--- config.mk ---
export PLATFORM = sky130hd
export DESIGN_NAME = tpdo_scheduler
export DESIGN_NICKNAME = d
export VERILOG_FILES = /design/src/design/tpdo_scheduler.v
export VERILOG_INCLUDE_DIRS = /design/src /design/src/design
export SDC_FILE = /design/constraint.sdc
export NUM_CORES = 2
export LEC_CHECK = 0
export BUFFER_PORTS_ARGS = -buffer_cell sky130_fd_sc_hd__buf_2
export CAP_MARGIN = 20
export CORE_UTILIZATION = 35
export CTS_CLUSTER_DIAMETER = 100
export DETAILED_ROUTE_END_ITERATION = 16
export PLACE_DENSITY = 0.62
export SLEW_MARGIN = 20
export SYNTH_ARGS = -nofsm -noshare
export SYNTH_HDL_FRONTEND = slang
export SYNTH_SLANG_ARGS = --single-unit
--- constraint.sdc ---
create_clock -name sys_clk -period 59 [get_ports sys_clk]
set_clock_uncertainty 0.05 [all_clocks]
set_input_delay 14.75 -clock sys_clk [delete_from_list [all_inputs] [get_ports sys_clk]]
set_output_delay 14.75 -clock sys_clk [all_outputs]
set_load 0.02 [all_outputs]
--- src/design/tpdo_defines.vh ---
// constants of the transmit process-data scheduler
`ifndef TPDO_DEFINES_VH
`define TPDO_DEFINES_VH
// channel window: regAddr[7:6] picks channel 0..2, 3 is status
`define TPDO_CH_STATUS  2'h3
`define TPDO_OFS_COBID  6'h00
`define TPDO_OFS_TYPE   6'h04
`define TPDO_OFS_INHIB  6'h08
`define TPDO_OFS_SUB4   6'h0c
`define TPDO_OFS_EVENT  6'h10
`define TPDO_OFS_COUNT  6'h14
`define TPDO_OFS_MAP    6'h20
// identifier word fields
`define TPDO_BIT_NVALID 31
`define TPDO_BIT_FRAME  29
`define TPDO_ID_MSB     10
// reset values
`define TPDO_BASE_CH0   11'h180
`define TPDO_BASE_CH1   11'h280
`define TPDO_BASE_CH2   11'h380
`define TPDO_TYPE_RST   8'hff
// transmission type codes
`define TPDO_TYPE_SYNC_MAX  8'hf0
`define TPDO_TYPE_SYNC_RTR  8'hfc
`define TPDO_TYPE_RTR       8'hfd
`define TPDO_TYPE_ASYNC_MIN 8'hfe
`define TPDO_MAP_MAX        4'h8
`define TPDO_PAYLOAD_BITS   10'h040
// inhibit units per millisecond (100 us units)
`define TPDO_INHIB_PER_MS   16'h000a
// timing
`define TPDO_MS_NS      1000000
`define TPDO_CLK_NS     40
`endif

--- src/design/tpdo_scheduler.v ---
// transmit process-data scheduler: three channels, timers, register port
// Notes on behaviour
// default ids base plus node id, writable
// id bit 31 set disables channel transmit
// only 11-bit frame format accepted
// channel 0 valid, channels 1-2 invalid
// 8-bit transmission type, default 255
// type 0: on sync, send if changed
// type 1-240: send every nth sync
// type 252: latch on sync, send on rtr
// type 253: refresh and send on rtr
// 254/255: send on change or event timer
// inhibit sets minimum spacing, async only
// change during inhibit waits, sent after
// inhibit counted in 100 us units
// inhibit truncated to whole milliseconds
// inhibit below 10 acts as zero
// unchanged data resent each event time
// zero time: send only on change
// sub-index 4 access is aborted
// mapping count 0 to 8 entries
// entry is index, subindex, bit length
// mapped lengths total at most 8 bytes
// remap: invalidate, zero, entries, count, valid; the code does not enforce this order and accepts entry writes at any time
// reserved types 241-251 rejected, kept
// oversize mapping rejected, left inactive
//
// The strobed register port and the placing of the registers were chosen for this implementation.
`include "tpdo_defines.vh"

module tpdo_scheduler #(
   parameter MS_CYCLES = `TPDO_MS_NS / `TPDO_CLK_NS
) (
   // clock and reset
   input  wire         sys_clk,
   input  wire         rst,
   // node identity
   input  wire [6:0]   nodeId,
   // register port
   input  wire [7:0]   regAddr,
   input  wire [31:0]  regWdata,
   input  wire         regWr,
   input  wire         regRd,
   output reg  [31:0]  regRdata,
   output reg          regErr,
   // bus events from the receiver
   input  wire         syncPulse,
   input  wire         rtrPulse,
   input  wire [10:0]  rtrId,
   // packed object data per channel, channel 0 in low bits
   input  wire [191:0] chData,
   // frame out
   output reg          txReq,
   output reg  [10:0]  txId,
   output reg  [63:0]  txData,
   output reg  [3:0]   txDlc
);

   ////////////////////////////////////////////////////////////////////////
   // helpers

   // summed bit length of the first n entries
   function [9:0] mapBits;
      input [255:0] m;
      input [3:0]   n;
      integer       k;
      begin
         mapBits = 10'h000;
         for (k = 0; k < 8; k = k + 1) begin
            if (k < n) begin
               mapBits = mapBits + {2'h0, m[32*k +: 8]};
            end
         end
      end
   endfunction

   function [63:0] byteMask;
      input [3:0] dlc;
      integer     k;
      begin
         byteMask = 64'h0;
         for (k = 0; k < 8; k = k + 1) begin
            if (k < dlc) begin
               byteMask[8*k +: 8] = 8'hff;
            end
         end
      end
   endfunction

   ////////////////////////////////////////////////////////////////////////
   // millisecond tick and id load after reset

   reg [15:0] msCnt_q;
   reg        msTick_q;
   reg        initDone_q;

   always @(posedge sys_clk or posedge rst) begin
      if (rst) begin
         msCnt_q    <= 16'h0000;
         msTick_q   <= 1'b0;
         initDone_q <= 1'b0;
      end else begin
         initDone_q <= 1'b1;
         msTick_q   <= (msCnt_q == MS_CYCLES[15:0] - 16'h0001);
         if (msCnt_q == MS_CYCLES[15:0] - 16'h0001) begin
            msCnt_q <= 16'h0000;
         end else begin
            msCnt_q <= msCnt_q + 16'h0001;
         end
      end
   end

   ////////////////////////////////////////////////////////////////////////
   // channels

   wire [2:0]   reqVec;
   wire [2:0]   grantVec;
   wire [2:0]   pendVec;
   wire [2:0]   chErr;
   wire [95:0]  chRd;
   wire [191:0] bufFlat;
   wire [32:0]  idFlat;
   wire [11:0]  dlcFlat;

   // fixed priority: a busy low channel can delay the higher ones
   assign grantVec[0] = reqVec[0];
   assign grantVec[1] = reqVec[1] & ~reqVec[0];
   assign grantVec[2] = reqVec[2] & ~reqVec[1] & ~reqVec[0];

   genvar gi;
   genvar gk;
   generate
      for (gi = 0; gi < 3; gi = gi + 1) begin : ch
         reg [31:0]  map_q [0:7];
         reg         nval_q;
         reg [10:0]  id_q;
         reg [7:0]   type_q;
         reg [15:0]  inhib_q;
         reg [15:0]  event_q;
         reg [3:0]   cnt_q;
         reg [3:0]   dlc_q;
         reg [7:0]   syncCnt_q;
         reg [15:0]  inhTmr_q;
         reg [15:0]  evtTmr_q;
         reg         evtDue_q;
         reg         pend_q;
         reg         rtrArm_q;
         reg         req_q;
         reg [63:0]  last_q;
         reg [63:0]  latch_q;
         reg [63:0]  buf_q;
         reg [31:0]  rd;
         wire [255:0] mapFlat;
         integer     k;

         for (gk = 0; gk < 8; gk = gk + 1) begin : fl
            assign mapFlat[32*gk +: 32] = map_q[gk];
         end

         wire [10:0] base = (gi == 0) ? `TPDO_BASE_CH0 :
                            (gi == 1) ? `TPDO_BASE_CH1 : `TPDO_BASE_CH2;
         wire [5:0]  ofs  = regAddr[5:0];
         wire        sel  = (regAddr[7:6] == gi);
         wire        wrC  = regWr & sel;
         wire [9:0]  newBits = mapBits(mapFlat, regWdata[3:0]);
         wire        badCnt  = (regWdata[7:0] > {4'h0, `TPDO_MAP_MAX}) |
                               (newBits > `TPDO_PAYLOAD_BITS);
         // reserved types are refused so the old type stays in force
         wire        badType = (regWdata[7:0] > `TPDO_TYPE_SYNC_MAX) &
                               (regWdata[7:0] < `TPDO_TYPE_SYNC_RTR);
         wire        badId   = regWdata[`TPDO_BIT_FRAME];
         wire        isMap   = (ofs[5] == 1'b1) & (ofs[1:0] == 2'h0);
         wire        known   = (ofs == `TPDO_OFS_COBID) |
                               (ofs == `TPDO_OFS_TYPE) |
                               (ofs == `TPDO_OFS_INHIB) |
                               (ofs == `TPDO_OFS_EVENT) |
                               (ofs == `TPDO_OFS_COUNT) | isMap;
         // sub-index 4 is not in the known set, so it aborts
         assign chErr[gi] = sel & (regRd | regWr) & (~known |
            (regWr & (ofs == `TPDO_OFS_COBID) & badId) |
            (regWr & (ofs == `TPDO_OFS_TYPE) & badType) |
            (regWr & (ofs == `TPDO_OFS_COUNT) & badCnt));

         // channel sends only while present and mapped
         wire active  = ~nval_q & (cnt_q != 4'h0) & initDone_q;
         wire isAsync = (type_q >= `TPDO_TYPE_ASYNC_MIN);
         wire [63:0] live  = chData[64*gi +: 64] & byteMask(dlc_q);
         wire changed = (live != last_q);
         wire rtrHit  = rtrPulse & (rtrId == id_q);
         // integer divide drops the part below one millisecond
         wire [15:0] inhMs = inhib_q / `TPDO_INHIB_PER_MS;
         wire [7:0]  syncNext = syncCnt_q + 8'h01;
         wire fireS0  = syncPulse & (type_q == 8'h00) & changed;
         wire fireSn  = syncPulse & (type_q != 8'h00) &
                        (type_q <= `TPDO_TYPE_SYNC_MAX) &
                        (syncNext >= type_q);
         wire fireSr  = rtrHit & rtrArm_q &
                        (type_q == `TPDO_TYPE_SYNC_RTR);
         wire fireR   = rtrHit & (type_q == `TPDO_TYPE_RTR);
         // held change leaves only once the inhibit window is over
         wire fireA   = isAsync & (pend_q | evtDue_q) &
                        (inhTmr_q == 16'h0000);
         wire fire    = active & ~req_q &
                        (fireS0 | fireSn | fireSr | fireR | fireA);
         wire [63:0] payload = fireSr ? latch_q : live;

         assign reqVec[gi]          = req_q;
         assign pendVec[gi]         = pend_q;
         assign bufFlat[64*gi +: 64] = buf_q;
         assign idFlat[11*gi +: 11]  = id_q;
         assign dlcFlat[4*gi +: 4]   = dlc_q;
         assign chRd[32*gi +: 32]    = rd;

         always @* begin
            rd = 32'h0;
            case (ofs)
               `TPDO_OFS_COBID: rd = {nval_q, 20'h0, id_q};
               `TPDO_OFS_TYPE:  rd = {24'h0, type_q};
               `TPDO_OFS_INHIB: rd = {16'h0, inhib_q};
               `TPDO_OFS_EVENT: rd = {16'h0, event_q};
               `TPDO_OFS_COUNT: rd = {28'h0, cnt_q};
               default:         rd = isMap ? map_q[ofs[4:2]] : 32'h0;
            endcase
         end

         always @(posedge sys_clk or posedge rst) begin
            if (rst) begin
               for (k = 0; k < 8; k = k + 1) begin
                  map_q[k] <= 32'h0;
               end
               nval_q    <= (gi != 0);
               id_q      <= 11'h000;
               type_q    <= `TPDO_TYPE_RST;
               inhib_q   <= 16'h0000;
               event_q   <= 16'h0000;
               cnt_q     <= 4'h0;
               dlc_q     <= 4'h0;
               syncCnt_q <= 8'h00;
               inhTmr_q  <= 16'h0000;
               evtTmr_q  <= 16'h0000;
               evtDue_q  <= 1'b0;
               pend_q    <= 1'b0;
               rtrArm_q  <= 1'b0;
               req_q     <= 1'b0;
               last_q    <= 64'h0;
               latch_q   <= 64'h0;
               buf_q     <= 64'h0;
            end else begin
               // node id is caught in the first cycle after release
               if (~initDone_q) begin
                  id_q <= base + {4'h0, nodeId};
               end
               if (wrC & ~chErr[gi]) begin
                  case (ofs)
                     `TPDO_OFS_COBID: begin
                        nval_q <= regWdata[`TPDO_BIT_NVALID];
                        id_q   <= regWdata[`TPDO_ID_MSB:0];
                     end
                     `TPDO_OFS_TYPE: begin
                        type_q    <= regWdata[7:0];
                        syncCnt_q <= 8'h00;
                     end
                     `TPDO_OFS_INHIB: inhib_q <= regWdata[15:0];
                     `TPDO_OFS_EVENT: event_q <= regWdata[15:0];
                     `TPDO_OFS_COUNT: begin
                        cnt_q <= regWdata[3:0];
                        dlc_q <= newBits[6:3] + {3'h0, |newBits[2:0]};
                     end
                     default: map_q[ofs[4:2]] <= regWdata;
                  endcase
               end
               if (wrC & chErr[gi] & (ofs == `TPDO_OFS_COUNT)) begin
                  cnt_q <= 4'h0;
                  dlc_q <= 4'h0;
               end
               if (syncPulse & (type_q != 8'h00) &
                   (type_q <= `TPDO_TYPE_SYNC_MAX)) begin
                  syncCnt_q <= fireSn ? 8'h00 : syncNext;
               end
               if (syncPulse & (type_q == `TPDO_TYPE_SYNC_RTR)) begin
                  latch_q  <= live;
                  rtrArm_q <= 1'b1;
               end else if (fireSr) begin
                  rtrArm_q <= 1'b0;
               end
               // inhibit: one extra tick so phase never shortens it
               if (fire & isAsync) begin
                  inhTmr_q <= (inhMs == 16'h0000) ? 16'h0000 :
                              inhMs + 16'h0001;
               end else if (msTick_q & (inhTmr_q != 16'h0000)) begin
                  inhTmr_q <= inhTmr_q - 16'h0001;
               end
               // event timer restarts at every async send
               if (fire & isAsync) begin
                  evtTmr_q <= event_q;
               end else if (msTick_q & (evtTmr_q != 16'h0000)) begin
                  evtTmr_q <= evtTmr_q - 16'h0001;
               end else if ((evtTmr_q == 16'h0000) & ~evtDue_q &
                            isAsync & active) begin
                  // an idle timer starts by itself, so a new event time
                  // works without waiting for a data change
                  evtTmr_q <= event_q;
               end
               if (msTick_q & (evtTmr_q == 16'h0001) &
                   (event_q != 16'h0000) & isAsync & active) begin
                  evtDue_q <= 1'b1;
               end else if (fire) begin
                  evtDue_q <= 1'b0;
               end
               // the clear of a send wins over a change in the same cycle
               if (active & isAsync & changed & ~fire) begin
                  pend_q <= 1'b1;
               end else if (fire | ~isAsync) begin
                  pend_q <= 1'b0;
               end
               // queue flag holds one frame until the arbiter takes it
               if (fire) begin
                  last_q <= payload;
                  buf_q  <= payload;
                  req_q  <= 1'b1;
               end else if (grantVec[gi]) begin
                  req_q  <= 1'b0;
               end
            end
         end
      end
   endgenerate

   ////////////////////////////////////////////////////////////////////////
   // frame out and register read

   reg [31:0] rdMux;

   always @* begin
      rdMux = 32'h0;
      case (regAddr[7:6])
         2'h0:    rdMux = chRd[31:0];
         2'h1:    rdMux = chRd[63:32];
         2'h2:    rdMux = chRd[95:64];
         default: rdMux = {24'h0, 1'b0, pendVec, 1'b0, reqVec};
      endcase
   end

   // all frame fields are registered so they change together
   always @(posedge sys_clk or posedge rst) begin
      if (rst) begin
         regRdata <= 32'h0;
         regErr   <= 1'b0;
         txReq    <= 1'b0;
         txId     <= 11'h000;
         txData   <= 64'h0;
         txDlc    <= 4'h0;
      end else begin
         regRdata <= regRd ? rdMux : 32'h0;
         regErr   <= |chErr |
                     (regWr & (regAddr[7:6] == `TPDO_CH_STATUS));
         txReq    <= |grantVec;
         // lowest channel number goes first
         if (grantVec[0]) begin
            txId   <= idFlat[10:0];
            txData <= bufFlat[63:0];
            txDlc  <= dlcFlat[3:0];
         end else if (grantVec[1]) begin
            txId   <= idFlat[21:11];
            txData <= bufFlat[127:64];
            txDlc  <= dlcFlat[7:4];
         end else if (grantVec[2]) begin
            txId   <= idFlat[32:22];
            txData <= bufFlat[191:128];
            txDlc  <= dlcFlat[11:8];
         end
      end
   end

endmodule // tpdo_scheduler

Word-level counts from Yosys, hierarchy flattened. Index checks and enable logic that the tools add are counted. W data, S select, Z words.

Register bits: 1595. Bits of input ports: 256. Word-level logic and storage cells: 619.

Add/sub/neg operators: 40. Div/mod/pow operators: 3. Magnitude comparators: 49. Equality and inequality tests: 23. Mux-type cells: 159. Bitwise operators: 176. Reduce and logical (&&, ||, !) cells: 88.

Operators with widths (count): $bwmux W256 (3); $pmux W32 S5 (3); $mux W64 (6); $mux W32 (11); $mux W16 (19); $mux W8 (37); $bmux W32 S3 (3); $add A10 B8 Y10 (21); $mux W10 (21); $and A64 B64 Y64 (3); $ne A64 B64 Y1 (3); $logic_not A16 Y1 (9); $reduce_bool A16 Y1 (9); $mux W11 (12); $and A1 B1 Y1 (119); $demux W32 S3 (1); $pmux W32 S3 (1); $sub A16 B1 Y16 const B (6); $mux W4 (19); $add A16 B1 Y16 const B (4); $lt A3 B4 Y1 const A (16); $reduce_bool A2 Y1 (26); $div A16 B4 Y16 const B (3); $eq A16 B1 Y1 const B (3); 37 further kinds (180).

Depth between registers and ports, before layout.
Word-level depth: 25. Mapped depth: 55.

Worst setup path before layout. No wires, ideal clock.

Path type: input-to-reg. Start: in regWdata[2]. End: reg ch[2].event_q[0]. Arrival time: 24258 ps. Data required time: 58825 ps. Path slack: 34568 ps. Cell stages on the path: 45. Cells stage by stage: clkbuf_1 -> nor2_1 -> nand3_1 -> clkbuf_1 -> and2_1 -> ha_1 -> fa_1 -> a21o_1 -> inv_1 -> fa_1 -> o22ai_1 -> a221oi_1 -> fa_1 -> mux2i_1 -> inv_1 -> fa_1 -> nor2b_1 -> o21ai_0 -> [... 9 more ...] -> ha_1 -> a21oi_1 -> nor2b_1 -> nor3_1 -> a211oi_1 -> nand2_1 -> ha_1 -> nor2b_1 -> o21ai_0 -> mux2i_1 -> o32ai_1 -> xnor2_1 -> o32ai_1 -> nand3_1 -> clkbuf_1 -> nor2_1 -> buf_2 -> mux2_2.

Longest elaborated chain between the ends: 24. Elaborated cells between the ends (all ways): 37. Those cells by class: add/sub: 7; order compare: 12; mux: 8; bitwise: 9; reduce/logical: 1.

Ends and longest elaborated chain: from (decl) (RTL line tpdo_scheduler.v:41) `input wire [31:0] regWdata,`; $lt A1 B4 Y1 (RTL line tpdo_scheduler.v:70) `if (k < n) begin`; $mux W8 (RTL line tpdo_scheduler.v:70); $add A10 B8 Y10 (RTL line tpdo_scheduler.v:71) `mapBits = mapBits + {2'h0, m[32*k +: 8]};`; $mux W10 (RTL line tpdo_scheduler.v:70); $add A10 B8 Y10 (RTL line tpdo_scheduler.v:71); $mux W10 (RTL line tpdo_scheduler.v:70); $add A10 B8 Y10 (RTL line tpdo_scheduler.v:71); $mux W10 (RTL line tpdo_scheduler.v:70); [... 8 more ...]; $gt A10 B7 Y1 (no line); $or A1 B1 Y1 (RTL line tpdo_scheduler.v:166) `` wire badCnt = (regWdata[7:0] > {4'h0, `TPDO_MAP_MAX}) | ``; $and A1 B1 Y1 (RTL line tpdo_scheduler.v:182) `` (regWr & (ofs == `TPDO_OFS_COUNT) & badCnt)); ``; $or A1 B1 Y1 (*) (RTL line tpdo_scheduler.v:179) `assign chErr[gi] = sel & (regRd | regWr) & (~known |`; $and A1 B1 Y1 (*) (RTL line tpdo_scheduler.v:179); $not A1 Y1 (*) (RTL line tpdo_scheduler.v:253) `if (wrC & ~chErr[gi]) begin`; $and A1 B1 Y1 (*) (RTL line tpdo_scheduler.v:253); $reduce_and A2 Y1 (no line) (*); to (signal assigned) (RTL line tpdo_scheduler.v:264) `` `TPDO_OFS_EVENT: event_q <= regWdata[15:0]; ``; to (decl) (RTL line tpdo_scheduler.v:139) `reg [15:0] event_q;`.

Every way passes the cells marked *; elsewhere a longest branch is shown, timed or not. A chain may end at the register's enable or synchronous reset.

Worst setup path in the final report.
Start: in regWdata[0]. End: reg ch[2].map_q (netlist bit ch[2].mapFlat[189]).

Longest elaborated chain between the ends: 24. Elaborated cells between the ends (all ways): 37. Those cells by class: add/sub: 7; order compare: 12; mux: 8; bitwise: 9; reduce/logical: 1.

Ends and longest elaborated chain: $lt A1 B4 Y1 (RTL line tpdo_scheduler.v:70); $mux W8 (RTL line tpdo_scheduler.v:70); $add A10 B8 Y10 (RTL line tpdo_scheduler.v:71); $mux W10 (RTL line tpdo_scheduler.v:70); $add A10 B8 Y10 (RTL line tpdo_scheduler.v:71); $mux W10 (RTL line tpdo_scheduler.v:70); $add A10 B8 Y10 (RTL line tpdo_scheduler.v:71); $mux W10 (RTL line tpdo_scheduler.v:70); [... 8 more ...]; $gt A10 B7 Y1 (no line); $or A1 B1 Y1 (RTL line tpdo_scheduler.v:166); $and A1 B1 Y1 (RTL line tpdo_scheduler.v:182); $or A1 B1 Y1 (*) (RTL line tpdo_scheduler.v:179); $and A1 B1 Y1 (*) (RTL line tpdo_scheduler.v:179); $not A1 Y1 (*) (RTL line tpdo_scheduler.v:253); $and A1 B1 Y1 (*) (RTL line tpdo_scheduler.v:253); $reduce_and A2 Y1 (no line) (*); to (signal, indexed assignment) (RTL line tpdo_scheduler.v:269) `default: map_q[ofs[4:2]] <= regWdata;`; to (decl) (RTL line tpdo_scheduler.v:134) `reg [31:0] map_q [0:7];`.

Marks and branches as above.

==> run_summary.xml <==
<?xml version="1.0" encoding="UTF-8"?>
<metrics>
  <group name="yosys">
    <metric name="synth_enable_flop_cells" unit="">0</metric>
    <metric name="synth-main-ff-cell" unit="">dfrtp_1</metric>
    <metric name="ys_seq_elements" unit="">1595</metric>
    <metric name="synth_simple_gate_area_share" unit="">0.132</metric>
    <metric name="synth_top_family_by_area" unit="">multiplexers</metric>
    <metric name="synth.lib_cells_used.distinct" unit="">121</metric>
    <metric name="synth-compound-area-share" unit="">0.157</metric>
    <metric name="async_reset_ff_frac" unit="">1.00</metric>
    <metric name="post_synth_instance_area" unit="sq um">93000</metric>
    <metric name="syn_nets" unit="">9998</metric>
    <metric name="synth_fa_ha_area_frac" unit="">0.0350</metric>
    <metric name="syn_inst" unit="">9498</metric>
    <metric name="post_synth_mux_area_share" unit="">0.175</metric>
    <metric name="yosysSeqAreaShare" unit="">0.429</metric>
    <metric name="ys_warn_count" unit="">0</metric>
    <metric name="avgSynthCellArea" unit="sq um">9.79</metric>
    <metric name="fraction_of_synthesized_cell_area_in_xor_and_xnor_cells" unit="">0.0330</metric>
  </group>
  <group name="power">
    <metric name="sequential_fraction_of_design_power" unit="">0.398</metric>
    <metric name="p_sw" unit="mW">0.917</metric>
    <metric name="powerDensity" unit="nW/um^2">29.0</metric>
    <metric name="clockPowerShare" unit="">0.390</metric>
    <metric name="worst_ir_drop_vdd" unit="mV">0.0255</metric>
    <metric name="power_report.internal_total" unit="mW">2.12</metric>
    <metric name="pwr-share-comb" unit="">0.212</metric>
    <metric name="fraction_of_power_spent_switching_nets" unit="">0.302</metric>
    <metric name="leakage" unit="nW">46.8</metric>
    <metric name="power" unit="mW">3.04</metric>
  </group>
  <group name="finish">
    <metric name="design_area" unit="sq um">105000</metric>
    <metric name="num-nets-final" unit="">10050</metric>
    <metric name="layout.core_utilization" unit="">0.397</metric>
    <metric name="flow.area_growth_from_synthesis" unit="%">12.4</metric>
    <metric name="post_route_cells_drive_above_1_share" unit="">0.208</metric>
  </group>
  <group name="timing">
    <metric name="max_slew_margin" unit="">0.212</metric>
    <metric name="peak_clock_frequency_supported_by_timing" unit="MHz">38.6</metric>
    <metric name="rsz0062_at_grt" unit="">no</metric>
    <metric name="finalSetupTns" unit="ps">0</metric>
    <metric name="timing.final.crit_share" unit="">0.439</metric>
    <metric name="post-route-worst-setup-slack" unit="ps">33120</metric>
    <metric name="worst_slew_pin_slew" unit="ps">1180</metric>
    <metric name="timing.final.crit_period" unit="ps">25880</metric>
    <metric name="timing.final.max_slew_violations" unit="">0</metric>
    <metric name="finalHoldViolCount" unit="">0</metric>
    <metric name="setup_viol" unit="">0</metric>
  </group>
  <group name="detailed_routing">
    <metric name="wirelength" unit="mm">316</metric>
    <metric name="post_drt_wl_per_cell" unit="um">23.9</metric>
    <metric name="drc_errors" unit="">0</metric>
    <metric name="ant_nets" unit="">0</metric>
    <metric name="detailroute.via_count" unit="">76102</metric>
    <metric name="drt_iter0_drc" unit="">7469</metric>
    <metric name="ratio_of_routed_vias_to_standard_cells" unit="">5.74</metric>
    <metric name="drt_pass_1_iters" unit="">8</metric>
  </group>
  <group name="place">
    <metric name="post_placement_setup_slack" unit="ps">32230</metric>
    <metric name="gpl.final_weighted_congestion" unit="">0.951</metric>
    <metric name="post-dp-hpwl" unit="mm">227</metric>
    <metric name="placed_area" unit="sq um">98200</metric>
    <metric name="port_buffers" unit="">368</metric>
  </group>
  <group name="floorplan">
    <metric name="fp.dieW" unit="um">518</metric>
    <metric name="initial_utilization" unit="">0.353</metric>
    <metric name="design.core.area" unit="sq um">263000</metric>
    <metric name="design.die.area" unit="sq um">268000</metric>
    <metric name="die_height" unit="um">518</metric>
    <metric name="num_io_pins" unit="">369</metric>
    <metric name="num_rows" unit="">188</metric>
  </group>
  <group name="clock_tree">
    <metric name="max-clock-path-buffers" unit="">4</metric>
    <metric name="worstSkewPairLatency" unit="ps">910</metric>
    <metric name="post_cts.repair.setup_buffers" unit="">0</metric>
    <metric name="clock-root-buffer" unit="">clkbuf_16</metric>
    <metric name="postCtsResizedCells" unit="">0</metric>
    <metric name="ctsHoldBuffers" unit="">0</metric>
    <metric name="numCtsBuffers" unit="">187</metric>
    <metric name="tritoncts" unit="">built</metric>
    <metric name="tritoncts_num_sinks" unit="">1595</metric>
    <metric name="clkSlewWorstSetupHoldPaths" unit="ps">60</metric>
    <metric name="htree_num_levels" unit="">4</metric>
  </group>
  <group name="worst_setup_path">
    <metric name="critPathArrivalTime" unit="ps">26560</metric>
    <metric name="crit_path_end_kind" unit="">flip-flop</metric>
    <metric name="critical_path_most_common_cell" unit="">ha_1</metric>
    <metric name="critPathBufInv" unit="">7</metric>
    <metric name="cp_top_family" unit="">compound AO/OA/AOI/OAI gates</metric>
    <metric name="critical_path.max_fanout" unit="">31</metric>
    <metric name="timing.setup.critical_path_class" unit="">in -&gt; reg</metric>
    <metric name="worst_path_max_delay_cell" unit="">o32ai_2</metric>
    <metric name="cpPeakStageDelay" unit="ps">680</metric>
    <metric name="critPathLaunchType" unit="">input port</metric>
    <metric name="rrSetupSlack" unit="ps">47990</metric>
    <metric name="crit_required" unit="ps">59680</metric>
  </group>
  <group name="flow_run">
    <metric name="max_cap_viol_count" unit="">0</metric>
  </group>
  <group name="global_routing">
    <metric name="grt_pass1_vias" unit="">74515</metric>
    <metric name="grt_first_pass_wirelength" unit="mm">478</metric>
    <metric name="maximum_number_of_pins_on_one_net_before_global_route_repair" unit="">183</metric>
    <metric name="global_route.overflow_total" unit="">0</metric>
    <metric name="gr-usage-all-layers" unit="">0.231</metric>
    <metric name="antenna_found_initial" unit="">80</metric>
  </group>
  <group name="min_path">
    <metric name="hold_removal_path_class" unit="">reg -&gt; reg</metric>
  </group>
  <group name="run_status">
    <metric name="run_status" unit="">completed</metric>
  </group>
</metrics>
==> area by class of cell <==
type	instances	area, sq um
fill	25536	159000
multi-input combinational	6961	49700
sequential	1595	40000
clock buffer	267	5370
tap	3515	4400
timing repair buffer	511	3110
inverter	294	1110
clock inverter	63	810
antenna	50	125
==> power groups by stage <==
stage	logic, mW	registers, mW	clock network [mW]
6_report	0.642	1.21	1.18
5_1_grt	0.707	1.21	1.25
4_1_cts	0.637	1.21	1.20
3_5_place_dp	0.632	1.23	0
3_3_place_gp	0.617	1.22	0
2_1_floorplan	0.466	1.21	0
==> path summary, 6_finish.rpt <==
check	from	endpoint	cells past startpoint
setup reg to reg	ch[2].mapFlat[0]	ch[2].mapFlat[189]	44
min in group asynchronous	rst	ch[2].buf_q[6]	2
hold reg to reg	msCnt_q[0]	msCnt_q[0]	1
max in group asynchronous	rst	ch[0].mapFlat[120]	7
hold / removal	msCnt_q[0]	msCnt_q[0]	1
setup / recovery	regWdata[0]	ch[2].mapFlat[189]	49
==> per-stage QoR <==
step / hold WS, ps / std cells
finish: 405 / 13256
detailed placement: 401 / 12873
global route: 433 / 13219
global placement: 391 / 12870
CTS: 408 / 13203
floorplan: 383 / 9498
==> cells in the mapped netlist, types with 124 or more instances <==
library cell | n | area share
a21oi_1 | 658 | 0.035
clkbuf_1 | 499 | 0.020
dfrtp_1 | 1569 | 0.42
ha_1 | 223 | 0.030
inv_1 | 290 | 0.012
mux2_2 | 854 | 0.10
mux2i_1 | 198 | 0.021
mux4_2 | 202 | 0.049
nand2_1 | 1103 | 0.045
nand3_1 | 173 | 0.0093
nor2_1 | 759 | 0.031
nor3_1 | 124 | 0.0067
o21ai_0 | 857 | 0.046
xnor2_1 | 272 | 0.026
==> cells by family (layout without fill, tap and decap cells) <==
group | Yosys count | in the layout
adders and majority gates | 248 | 248
xor gates and xnor gates | 345 | 345
muxes | 1262 | 1262
AOI/OAI and AO/OA | 2388 | 2388
DFF | 1595 | 1595
and+or+nand+nor | 2717 | 2717
other | 1 | 51
buffers and inverters | 942 | 1135
==> layout by cell type (no fill, tap or decap), types with 223 or more instances in the layout <==
cell / instances
a21oi_1: 654
inv_1: 289
ha_1: 223
mux2_2: 854
nand2_1: 1103
xnor2_1: 272
buf_2: 364
nor2_1: 748
dfrtp_1: 1567
o21ai_0: 856
==> registers in the layout, indices dropped and copies added, names as in the netlist, 24 cells and up <==
signal	flops
ch.mapFlat	768
ch.evtTmr_q	48
ch.inhTmr_q	48
ch.syncCnt_q	24
ch.id_q	33
txData	64
ch.buf_q	192
ch.latch_q	192
ch.type_q	24
regRdata	32
ch.event_q	48
ch.inhib_q	48
==> metal layers <==
layer	vias up	global-route usage	routed length (um)
li1	34347	-	-
met1	38111	0.298	129000
met2	2911	0.367	144000
met3	699	0.0449	24700
met4	34	0.118	18400
met5	-	0	207
Note: power is estimated with default switching activity, not from simulation.
